--- src/hw/cfic_pkg.sv ---
`default_nettype none
package cfic_pkg;
  localparam int unsigned ADDR_W = 8;
  localparam logic [7:0] ICS_OFFSET = 8'h10;
  localparam int unsigned RX_FLAG_BIT = 31;
  localparam int unsigned RX_LVL_LSB = 16;
  localparam int unsigned TX_FLAG_BIT = 15;
  localparam int unsigned TX_LVL_LSB = 0;
  localparam int unsigned LVL_W = 4;
  localparam int unsigned FILL_W = 5;
  localparam logic [3:0] RX_LVL_RST = 4'h1;
  localparam logic [3:0] TX_LVL_RST = 4'h0;
  localparam logic [3:0] LVL_OFF = 4'h0;
endpackage
`default_nettype wire

--- src/hw/cfic_lvl_trig.sv ---
`timescale 1ns/100ps
`default_nettype none
module cfic_lvl_trig (
  input wire logic [cfic_pkg::LVL_W-1:0] level_i,
  input wire logic [cfic_pkg::FILL_W-1:0] count_i,
  input wire logic below_i,
  output logic hit_o
);
  import cfic_pkg::*;

  logic [FILL_W-1:0] lvl_ext;
  always_comb begin
    lvl_ext = {1'b0, level_i};
    if (level_i == LVL_OFF) begin
      hit_o = 1'b0;
    end else if (below_i) begin
      hit_o = (count_i < lvl_ext);
    end else begin
      hit_o = (count_i >= lvl_ext);
    end
  end
endmodule
`default_nettype wire

--- src/hw/cfic_top.sv ---
// Summary of operation
// - Register reads zero unless interrupts implemented.
// - Register is 32-bit word at 0x10.
// - Bit 31 receive flag, write-one clears.
// - Receive level bits 19:16, reset 1.
// - Receive flag sets at fill >= level; code requires nonzero receive level.
// - Receive flag sets when FIFO full; code requires nonzero receive level.
// - Receive flag sets on unexpected flag byte; code requires nonzero receive level.
// - Bit 15 transmit flag, absent when unimplemented.
// - Writing one clears transmit flag; zero keeps.
// - Transmit flag reads one after event.
// - Transmit flag resets to zero.
// - Transmit flag sets when remaining below level.
// - Transmit level bits 3:0, reset zero.
`timescale 1ns/100ps
`default_nettype none
module cfic_top (
  input wire logic mclk_i,
  input wire logic nrst_i,
  input wire logic rx_irq_implemented_i,
  input wire logic tx_irq_implemented_i,
  input wire logic [cfic_pkg::ADDR_W-1:0] addr_i,
  input wire logic wr_i,
  input wire logic rd_i,
  input wire logic [31:0] wdata_i,
  output logic [31:0] rdata_o,
  input wire logic [cfic_pkg::FILL_W-1:0] rx_fill_i,
  input wire logic rx_full_i,
  input wire logic rx_odd_flag_i,
  input wire logic [cfic_pkg::FILL_W-1:0] tx_remain_i,
  output logic irq_o
);
  import cfic_pkg::*;

  logic rst_s1;
  logic rst_n;
  logic rx_flag;
  logic tx_flag;
  logic [LVL_W-1:0] rx_level;
  logic [LVL_W-1:0] tx_level;
  logic [31:0] rdata;
  logic irq;
  logic next_rx_flag;
  logic next_tx_flag;
  logic [LVL_W-1:0] next_rx_level;
  logic [LVL_W-1:0] next_tx_level;
  logic [31:0] next_rdata;
  logic next_irq;
  logic rx_thr_hit;
  logic tx_thr_hit;
  logic rx_event;
  logic tx_event;
  logic sel;
  logic any_impl;

  always_ff @(posedge mclk_i or negedge nrst_i) begin
    if (!nrst_i) begin
      rst_s1 <= 1'b0;
      rst_n <= 1'b0;
    end else begin
      rst_s1 <= 1'b1;
      rst_n <= rst_s1;
    end
  end

  cfic_lvl_trig u_rx_trig (
    .level_i(rx_level),
    .count_i(rx_fill_i),
    .below_i(1'b0),
    .hit_o(rx_thr_hit)
  );

  cfic_lvl_trig u_tx_trig (
    .level_i(tx_level),
    .count_i(tx_remain_i),
    .below_i(1'b1),
    .hit_o(tx_thr_hit)
  );

  always_comb begin
    any_impl = rx_irq_implemented_i | tx_irq_implemented_i;
    sel = (addr_i == ICS_OFFSET);
    // Receive events count only with a nonzero level.
    rx_event = rx_irq_implemented_i & (rx_level != LVL_OFF)
      & (rx_thr_hit | rx_full_i | rx_odd_flag_i);
    tx_event = tx_irq_implemented_i & tx_thr_hit;
    next_rx_flag = rx_flag;
    next_tx_flag = tx_flag;
    next_rx_level = rx_level;
    next_tx_level = tx_level;
    if (sel && wr_i) begin
      if (wdata_i[RX_FLAG_BIT]) begin
        next_rx_flag = 1'b0;
      end
      if (wdata_i[TX_FLAG_BIT]) begin
        next_tx_flag = 1'b0;
      end
      if (rx_irq_implemented_i) begin
        next_rx_level = wdata_i[RX_LVL_LSB +: LVL_W];
      end
      if (tx_irq_implemented_i) begin
        next_tx_level = wdata_i[TX_LVL_LSB +: LVL_W];
      end
    end
    // A new event wins over a clear in the same cycle.
    if (rx_event) begin
      next_rx_flag = 1'b1;
    end
    if (tx_event) begin
      next_tx_flag = 1'b1;
    end
    if (!rx_irq_implemented_i) begin
      next_rx_flag = 1'b0;
    end
    if (!tx_irq_implemented_i) begin
      next_tx_flag = 1'b0;
    end
    next_rdata = 32'h0;
    if (sel && rd_i && any_impl) begin
      next_rdata[RX_FLAG_BIT] = rx_flag & rx_irq_implemented_i;
      next_rdata[TX_FLAG_BIT] = tx_flag & tx_irq_implemented_i;
      if (rx_irq_implemented_i) begin
        next_rdata[RX_LVL_LSB +: LVL_W] = rx_level;
      end
      if (tx_irq_implemented_i) begin
        next_rdata[TX_LVL_LSB +: LVL_W] = tx_level;
      end
    end
    next_irq = next_rx_flag | next_tx_flag;
  end

  always_ff @(posedge mclk_i or negedge rst_n) begin
    if (!rst_n) begin
      rx_flag <= 1'b0;
      tx_flag <= 1'b0;
      rx_level <= RX_LVL_RST;
      tx_level <= TX_LVL_RST;
      rdata <= 32'h0;
      irq <= 1'b0;
    end else begin
      rx_flag <= next_rx_flag;
      tx_flag <= next_tx_flag;
      rx_level <= next_rx_level;
      tx_level <= next_tx_level;
      rdata <= next_rdata;
      irq <= next_irq;
    end
  end

  assign rdata_o = rdata;
  assign irq_o = irq;
endmodule
`default_nettype wire

--- config.mk ---
export PLATFORM = sky130hd
export DESIGN_NAME = cfic_top
export DESIGN_NICKNAME = d
export VERILOG_FILES = /design/src/hw/cfic_pkg.sv /design/src/hw/cfic_lvl_trig.sv /design/src/hw/cfic_top.sv
export SDC_FILE = /design/constraint.sdc
export NUM_CORES = 1
export LEC_CHECK = 0
export CAP_MARGIN = 20
export CORE_ASPECT_RATIO = 0.9
export CORE_MARGIN = 1.5
export CORE_UTILIZATION = 61
export DETAILED_ROUTE_END_ITERATION = 8
export DONT_BUFFER_PORTS = 1
export PLACE_DENSITY = 0.86
export RECOVER_POWER = 25
export SYNTH_ARGS = -nofsm -noshare
export SYNTH_HDL_FRONTEND = slang
export SYNTH_SLANG_ARGS = --single-unit
--- constraint.sdc ---
create_clock -name mclk_i -period 0.9 [get_ports mclk_i]
set_input_delay 0.135 -clock mclk_i [delete_from_list [all_inputs] [get_ports mclk_i]]
set_output_delay 0.135 -clock mclk_i [all_outputs]
set_load 0.05 [all_outputs]
; ---- Word-level counts from Yosys, hierarchy flattened
; Index checks and enable logic that the tools add are counted.
[totals]
ff_bits = 23
input_bits = 58
word_cells = 43
[classes]
mux = 15
n_eq_ne = 1
bitwise = 9
magnitude_cmp = 2
n_reduce_logical = 8
[ops]
columns = operator, count
row1 = 2-to-1 mux 4 bit, 3
row2 = 2-to-1 mux 1 bit, 11
row3 = "== test 8 x 5 -> 1 bit, second input constant", 1
row4 = logical NOT 4 bit, 2
row5 = AND 1 bit, 5
row6 = greater-or-equal comparator 5 x 4 -> 1 bit, 1
row7 = less-than comparator 5 x 4 -> 1 bit, 1
row8 = 2-to-1 mux 5 bit, 1
row9 = OR 1 bit, 4
row10 = AND reduction 2 bit, 2
row11 = nonzero test 4 bit, 1
row12 = logical AND 1 bit, 3

; ---- Depth between registers and ports, before layout
[logic_depth]
ltp_word = 8
depth_mapped = 6

; ---- By module
; Synthesis repeated with hierarchy kept, for this count alone.
[hier_totals]
cells_unflattened = 129
hier_area_um2 = 1301.2
[by_module_without_submodules]
columns = module, cells_per_inst, area_each_um2, n_inst, seq_area_each_um2
row1 = cfic_top, 93, 1041.0, 1, 576.8
row2 = cfic_lvl_trig, 18, 130.1, 2, 0.0

; ---- Worst setup path before layout
; OpenSTA, ideal clock, no wires.
[synth_path]
path_kind = flip-flop to flip-flop
startpoint = register rx_level[0]
endpoint = register irq, in the netlist irq_o
period_less_slack_ns = 1.474
t_required_ns = 0.768
path_stages_with_launch = 6
t_arrival_ns = 1.342
setup_slack_ns = -0.574
setup_ns = 0.132
n_path_buf = 0
cell_sequence = dfstp_2 ha_1 nor3b_1 o211ai_1 a21o_1 nand3b_1
[synth_via]
elab_chain_len = 8
elab_cells_between_ends = 11
cone_classes = order compare: 1 / mux: 3 / bitwise: 5 / reduce/logical: 2
[synth_rtl]
columns = element, line
row1 = start: declaration, cfic_top.sv:39  ; logic [LVL_W-1:0] rx_level;
row2 = start signal: assignment, cfic_top.sv:143  ; rx_level <= next_rx_level;
row3 = greater-or-equal comparator 5 x 4 -> 1 bit / logical NOT 4 bit (equally long branches), "cfic_lvl_trig.sv:19, cfic_lvl_trig.sv:14"
row4 = 2-to-1 mux 1 bit, cfic_lvl_trig.sv:14  ; if (level_i == LVL_OFF) begin
row5 = OR 1 bit (2 in a row), cfic_top.sv:85  ; & (rx_thr_hit | rx_full_i | rx_odd_flag_i);
row6 = AND 1 bit (*), cfic_top.sv:85
row7 = 2-to-1 mux 1 bit (*), cfic_top.sv:106  ; if (rx_event) begin
row8 = 2-to-1 mux 1 bit (*), cfic_top.sv:112  ; if (!rx_irq_implemented_i) begin
row9 = named net next_rx_flag, cfic_top.sv:43  ; logic next_rx_flag;
row10 = OR 1 bit (*), cfic_top.sv:129  ; next_irq = next_rx_flag | next_tx_flag;
row11 = named net next_irq, cfic_top.sv:48  ; logic next_irq;
row12 = end signal: assignment, cfic_top.sv:146  ; irq <= next_irq;
row13 = end: declaration, cfic_top.sv:42  ; logic irq;
; The timed path passes the listed nets; every way through them passes the cells marked *.
; A chain may end at the register's enable or synchronous reset.

; ---- Worst setup path in the final report
[layout_path]
startpoint = register rx_level[3]
endpoint = register irq, in the netlist irq_o
; Same word-level chain as after synthesis.

==> results.md <==
* Ratio of cells with drive above 1 in the final layout at 0.395
* Remaining antenna violation count at 0
* Max Freq at 0.618 GHz
* Final min period at 1.62 ns
* Largest family of logic cells by synthesized area: buffers and inverters
* Max cap viols at 0
* Global-route wire length before repair at 4570 um
* Failing checks: negative setup slack
* Syn-to-layout area delta at 40.9%
* Worst endpoint data arrival time at 1.81 ns
* Final net count at 228
* Status: complete, but fails checks
* CTS tree: yes
* Mux cell area share after synthesis at 0.0951
* Seq cells post-synth at 23
* Final TNS setup at -3.13 ns
* Placed cells at 167
* CP Launch Type: flip-flop
* Worst hold slack at 0.0373 ns
* Post-Synth Simple-Gate Area at 0.156
* Starting density of the core at 0.653
* Grt ovf at 0
* Syn Inst Count at 111
* Buffers on Ports at 0
* DR WL met2 at roughly 1800 um
* Reg power frac at 0.526
* Max layer used: met4
* Die ar. at 0.00235 sq mm
* DRC at 0
* Switching Share at 0.323
* H-tree levels at 1
* Synthesized area at between 0.001 and 0.0015 sq mm
* Static Leak at 0.868 nW
* Clock-pin slew on the worst setup and hold paths at 0.13 ns
* Register area share after synthesis at 0.457
* Vias/cell at 5.43
* Root buf cell: clkbuf_4
* Post-DP HPWL at 2010 um
* Worst-skew pair later-pin latency at roughly 0.31 ns
* HP Class: primary input to asynchronous set/reset pin
* Metal-1 WL at 1460 um
* CP Class: flip-flop to flip-flop
* Core Rows at 15
* Combinational group share of total power at 0.239
* Worst setup EP type: flip-flop
* Most common cell after layout, fill and taps aside: conb_1
* P per Cell Area at 1150 mW/mm^2
* Met3 Routed Length at 281 um
* Syn avg cell area at 11.4 sq um
* Drt first-iter violations at 36
* Total track usage at 0.278
* P_int at between 0.001 and 0.0015 W
* ANT cells at 0
* Hold Vio Cnt, Final at 0
* I/O pin count at 91
* CTS buffer count at 3
* XOR/XNOR share of the synthesized area at 0
* Post-Synth Adder-Cell Area at 0.0694
* Unique masters post-synth at 27
* GP Congestion at 0.882
* DR WL/cell at ~20 um
* Yosys warns at 0
* DR pass1 iterations at 4
* Final worst setup slack at -0.719 ns
* Crit path required time at about 1.1 ns
* Compound-Gate Fraction of Synth Area at 0.0505
* Max clock buf depth at 2
* Placed cell areas at 0.00150 sq mm
* Vias at approximately 1000
* Clock Power Share at 0.235
* VDD IR max at 789 uV
* Period utilisation layout at 1.80
* Critical Path Fanout Max at 2
* Core box area at 0.00193 sq mm
* Non-Filler Instances at 187
* DP Worst Slack at -0.689 ns
* Most frequent cells in the layout: conb_1 (23), dfrtp_1 (22), buf_4 (19)
* Clock skew at roughly 0.0035 ns
* P_sw at 0.000663 W
* Vias in the first global route at 929
* Die Height at between 40 and 50 um
* DRT Wirelength at 3730 um
* Unrepaired setup endpoints after global routing: yes
* Largest net degree at the start of global routing at 13
* Initial antenna violation count at 0
* Final Setup Violations at 21
* Die width at 51.0 um
* # clock sinks at 23
* Fin. max-slew vios at 0
* Final Instance Area at 0.00178 sq mm
registers in the layout (all words and copies together), names as in the netlist:
name      cells
irq_o         1
rdata_o      10
rst_n         1
rst_s1        1
rx_flag       1
rx_level      4
tx_flag       1
tx_level      4
worst max-delay path, stage by stage (launching register included):
cell and delay, ns:
dfrtp_1 0.40, inv_1 0.08, ha_1 0.21, nor4_4 0.23
o211ai_1 0.20, a21o_1 0.21, nand3b_1 0.17
cell type report:
| class | instances | area, sq um |
|---|---|---|
| fill | 67 | 154 |
| multi-input combinational | 75 | 646 |
| clock buffer | 4 | 26.3 |
| inverter | 12 | 45.0 |
| sequential | 23 | 577 |
| tap | 25 | 31.3 |
| timing repair buffer | 48 | 454 |
through the flow:
stage                     utilization  total power [W]
after floorplan                     -          0.00148
after global placement          0.777          0.00147
after detailed placement        0.777          0.00148
after CTS                       0.897          0.00200
after global routing            0.920          0.00214
final                           0.920          0.00205
cell usage after synthesis:
cell | number | area share
buf_4 | 22 | 0.13
dfrtp_1 | 22 | 0.44
inv_1 | 12 | 0.036
nor2_1 | 11 | 0.033
mux2_4 | 8 | 0.095
ha_1 | 7 | 0.069
nand2_1 | 3 | 0.0089
nand3_1 | 3 | 0.012
conb_1 | 2 | 0.0059
nand3_4 | 2 | 0.028
nand4_1 | 2 | 0.0099
o21ai_0 | 2 | 0.0079
a211oi_1 | 1 | 0.0059
a21o_1 | 1 | 0.0059
a21oi_1 | 1 | 0.0040
a41oi_1 | 1 | 0.0069
and2_4 | 1 | 0.0069
dfstp_2 | 1 | 0.021
nand2b_1 | 1 | 0.0050
nand3b_1 | 1 | 0.0059
nor3b_1 | 1 | 0.0059
nor4_1 | 1 | 0.0050
nor4_4 | 1 | 0.017
nor4b_4 | 1 | 0.019
o2111ai_1 | 1 | 0.0069
o211ai_1 | 1 | 0.0059
o41ai_1 | 1 | 0.0069
cells by family (layout without fill, tap and decap cells):
kind of cell	count (synthesis)	count (layout)
muxes	8	8
AOI/OAI and AO/OA	9	9
buffers and inverters	34	64
adders and majority gates	7	7
DFF	23	23
other	2	23
and+or+nand+nor	28	28
power by group through the flow:
stage	logic, W	registers, W	clock network [W]
2_1_floorplan	0.000357	0.00112	0
3_3_place_gp	0.000370	0.00109	0
3_5_place_dp	0.000381	0.00110	0
4_1_cts	0.000455	0.00108	0.000470
5_1_grt	0.000515	0.00108	0.000541
6_report	0.000492	0.00108	0.000482
per-layer routing:
| layer | vias up | GRT usage |
|---|---|---|
| li1 | 434 | - |
| met1 | 480 | 0.321 |
| met2 | 80 | 0.491 |
| met3 | 22 | 0.0747 |
| met4 | 0 | 0.130 |
| met5 | - | 0 |
final timing paths:
path                           startpoint     endpoint  slack [ns]  depth (start not counted)
max                           rx_level[3]        irq_o       -0.72                          6
min                                nrst_i       rst_s1        0.04                          1
max reg2reg                   rx_level[3]        irq_o       -0.72                          6
min reg2reg                         rst_n  rx_level[2]        0.13                          0
max in group asynchronous           rst_n   rdata_o[1]        0.33                          1
min in group mclk_i        tx_remain_i[4]      tx_flag        0.06                          3
timing repair:
item	4_1_cts	5_1_grt
setup buffers	3	4
setup endpoints to repair	16	21
hold endpoints to repair	21	0
hold buffers	12	0
pin swaps	5	3
gates cloned	0	0
resized for setup	15	9
No activity file was read; power rests on OpenSTA's default activity.
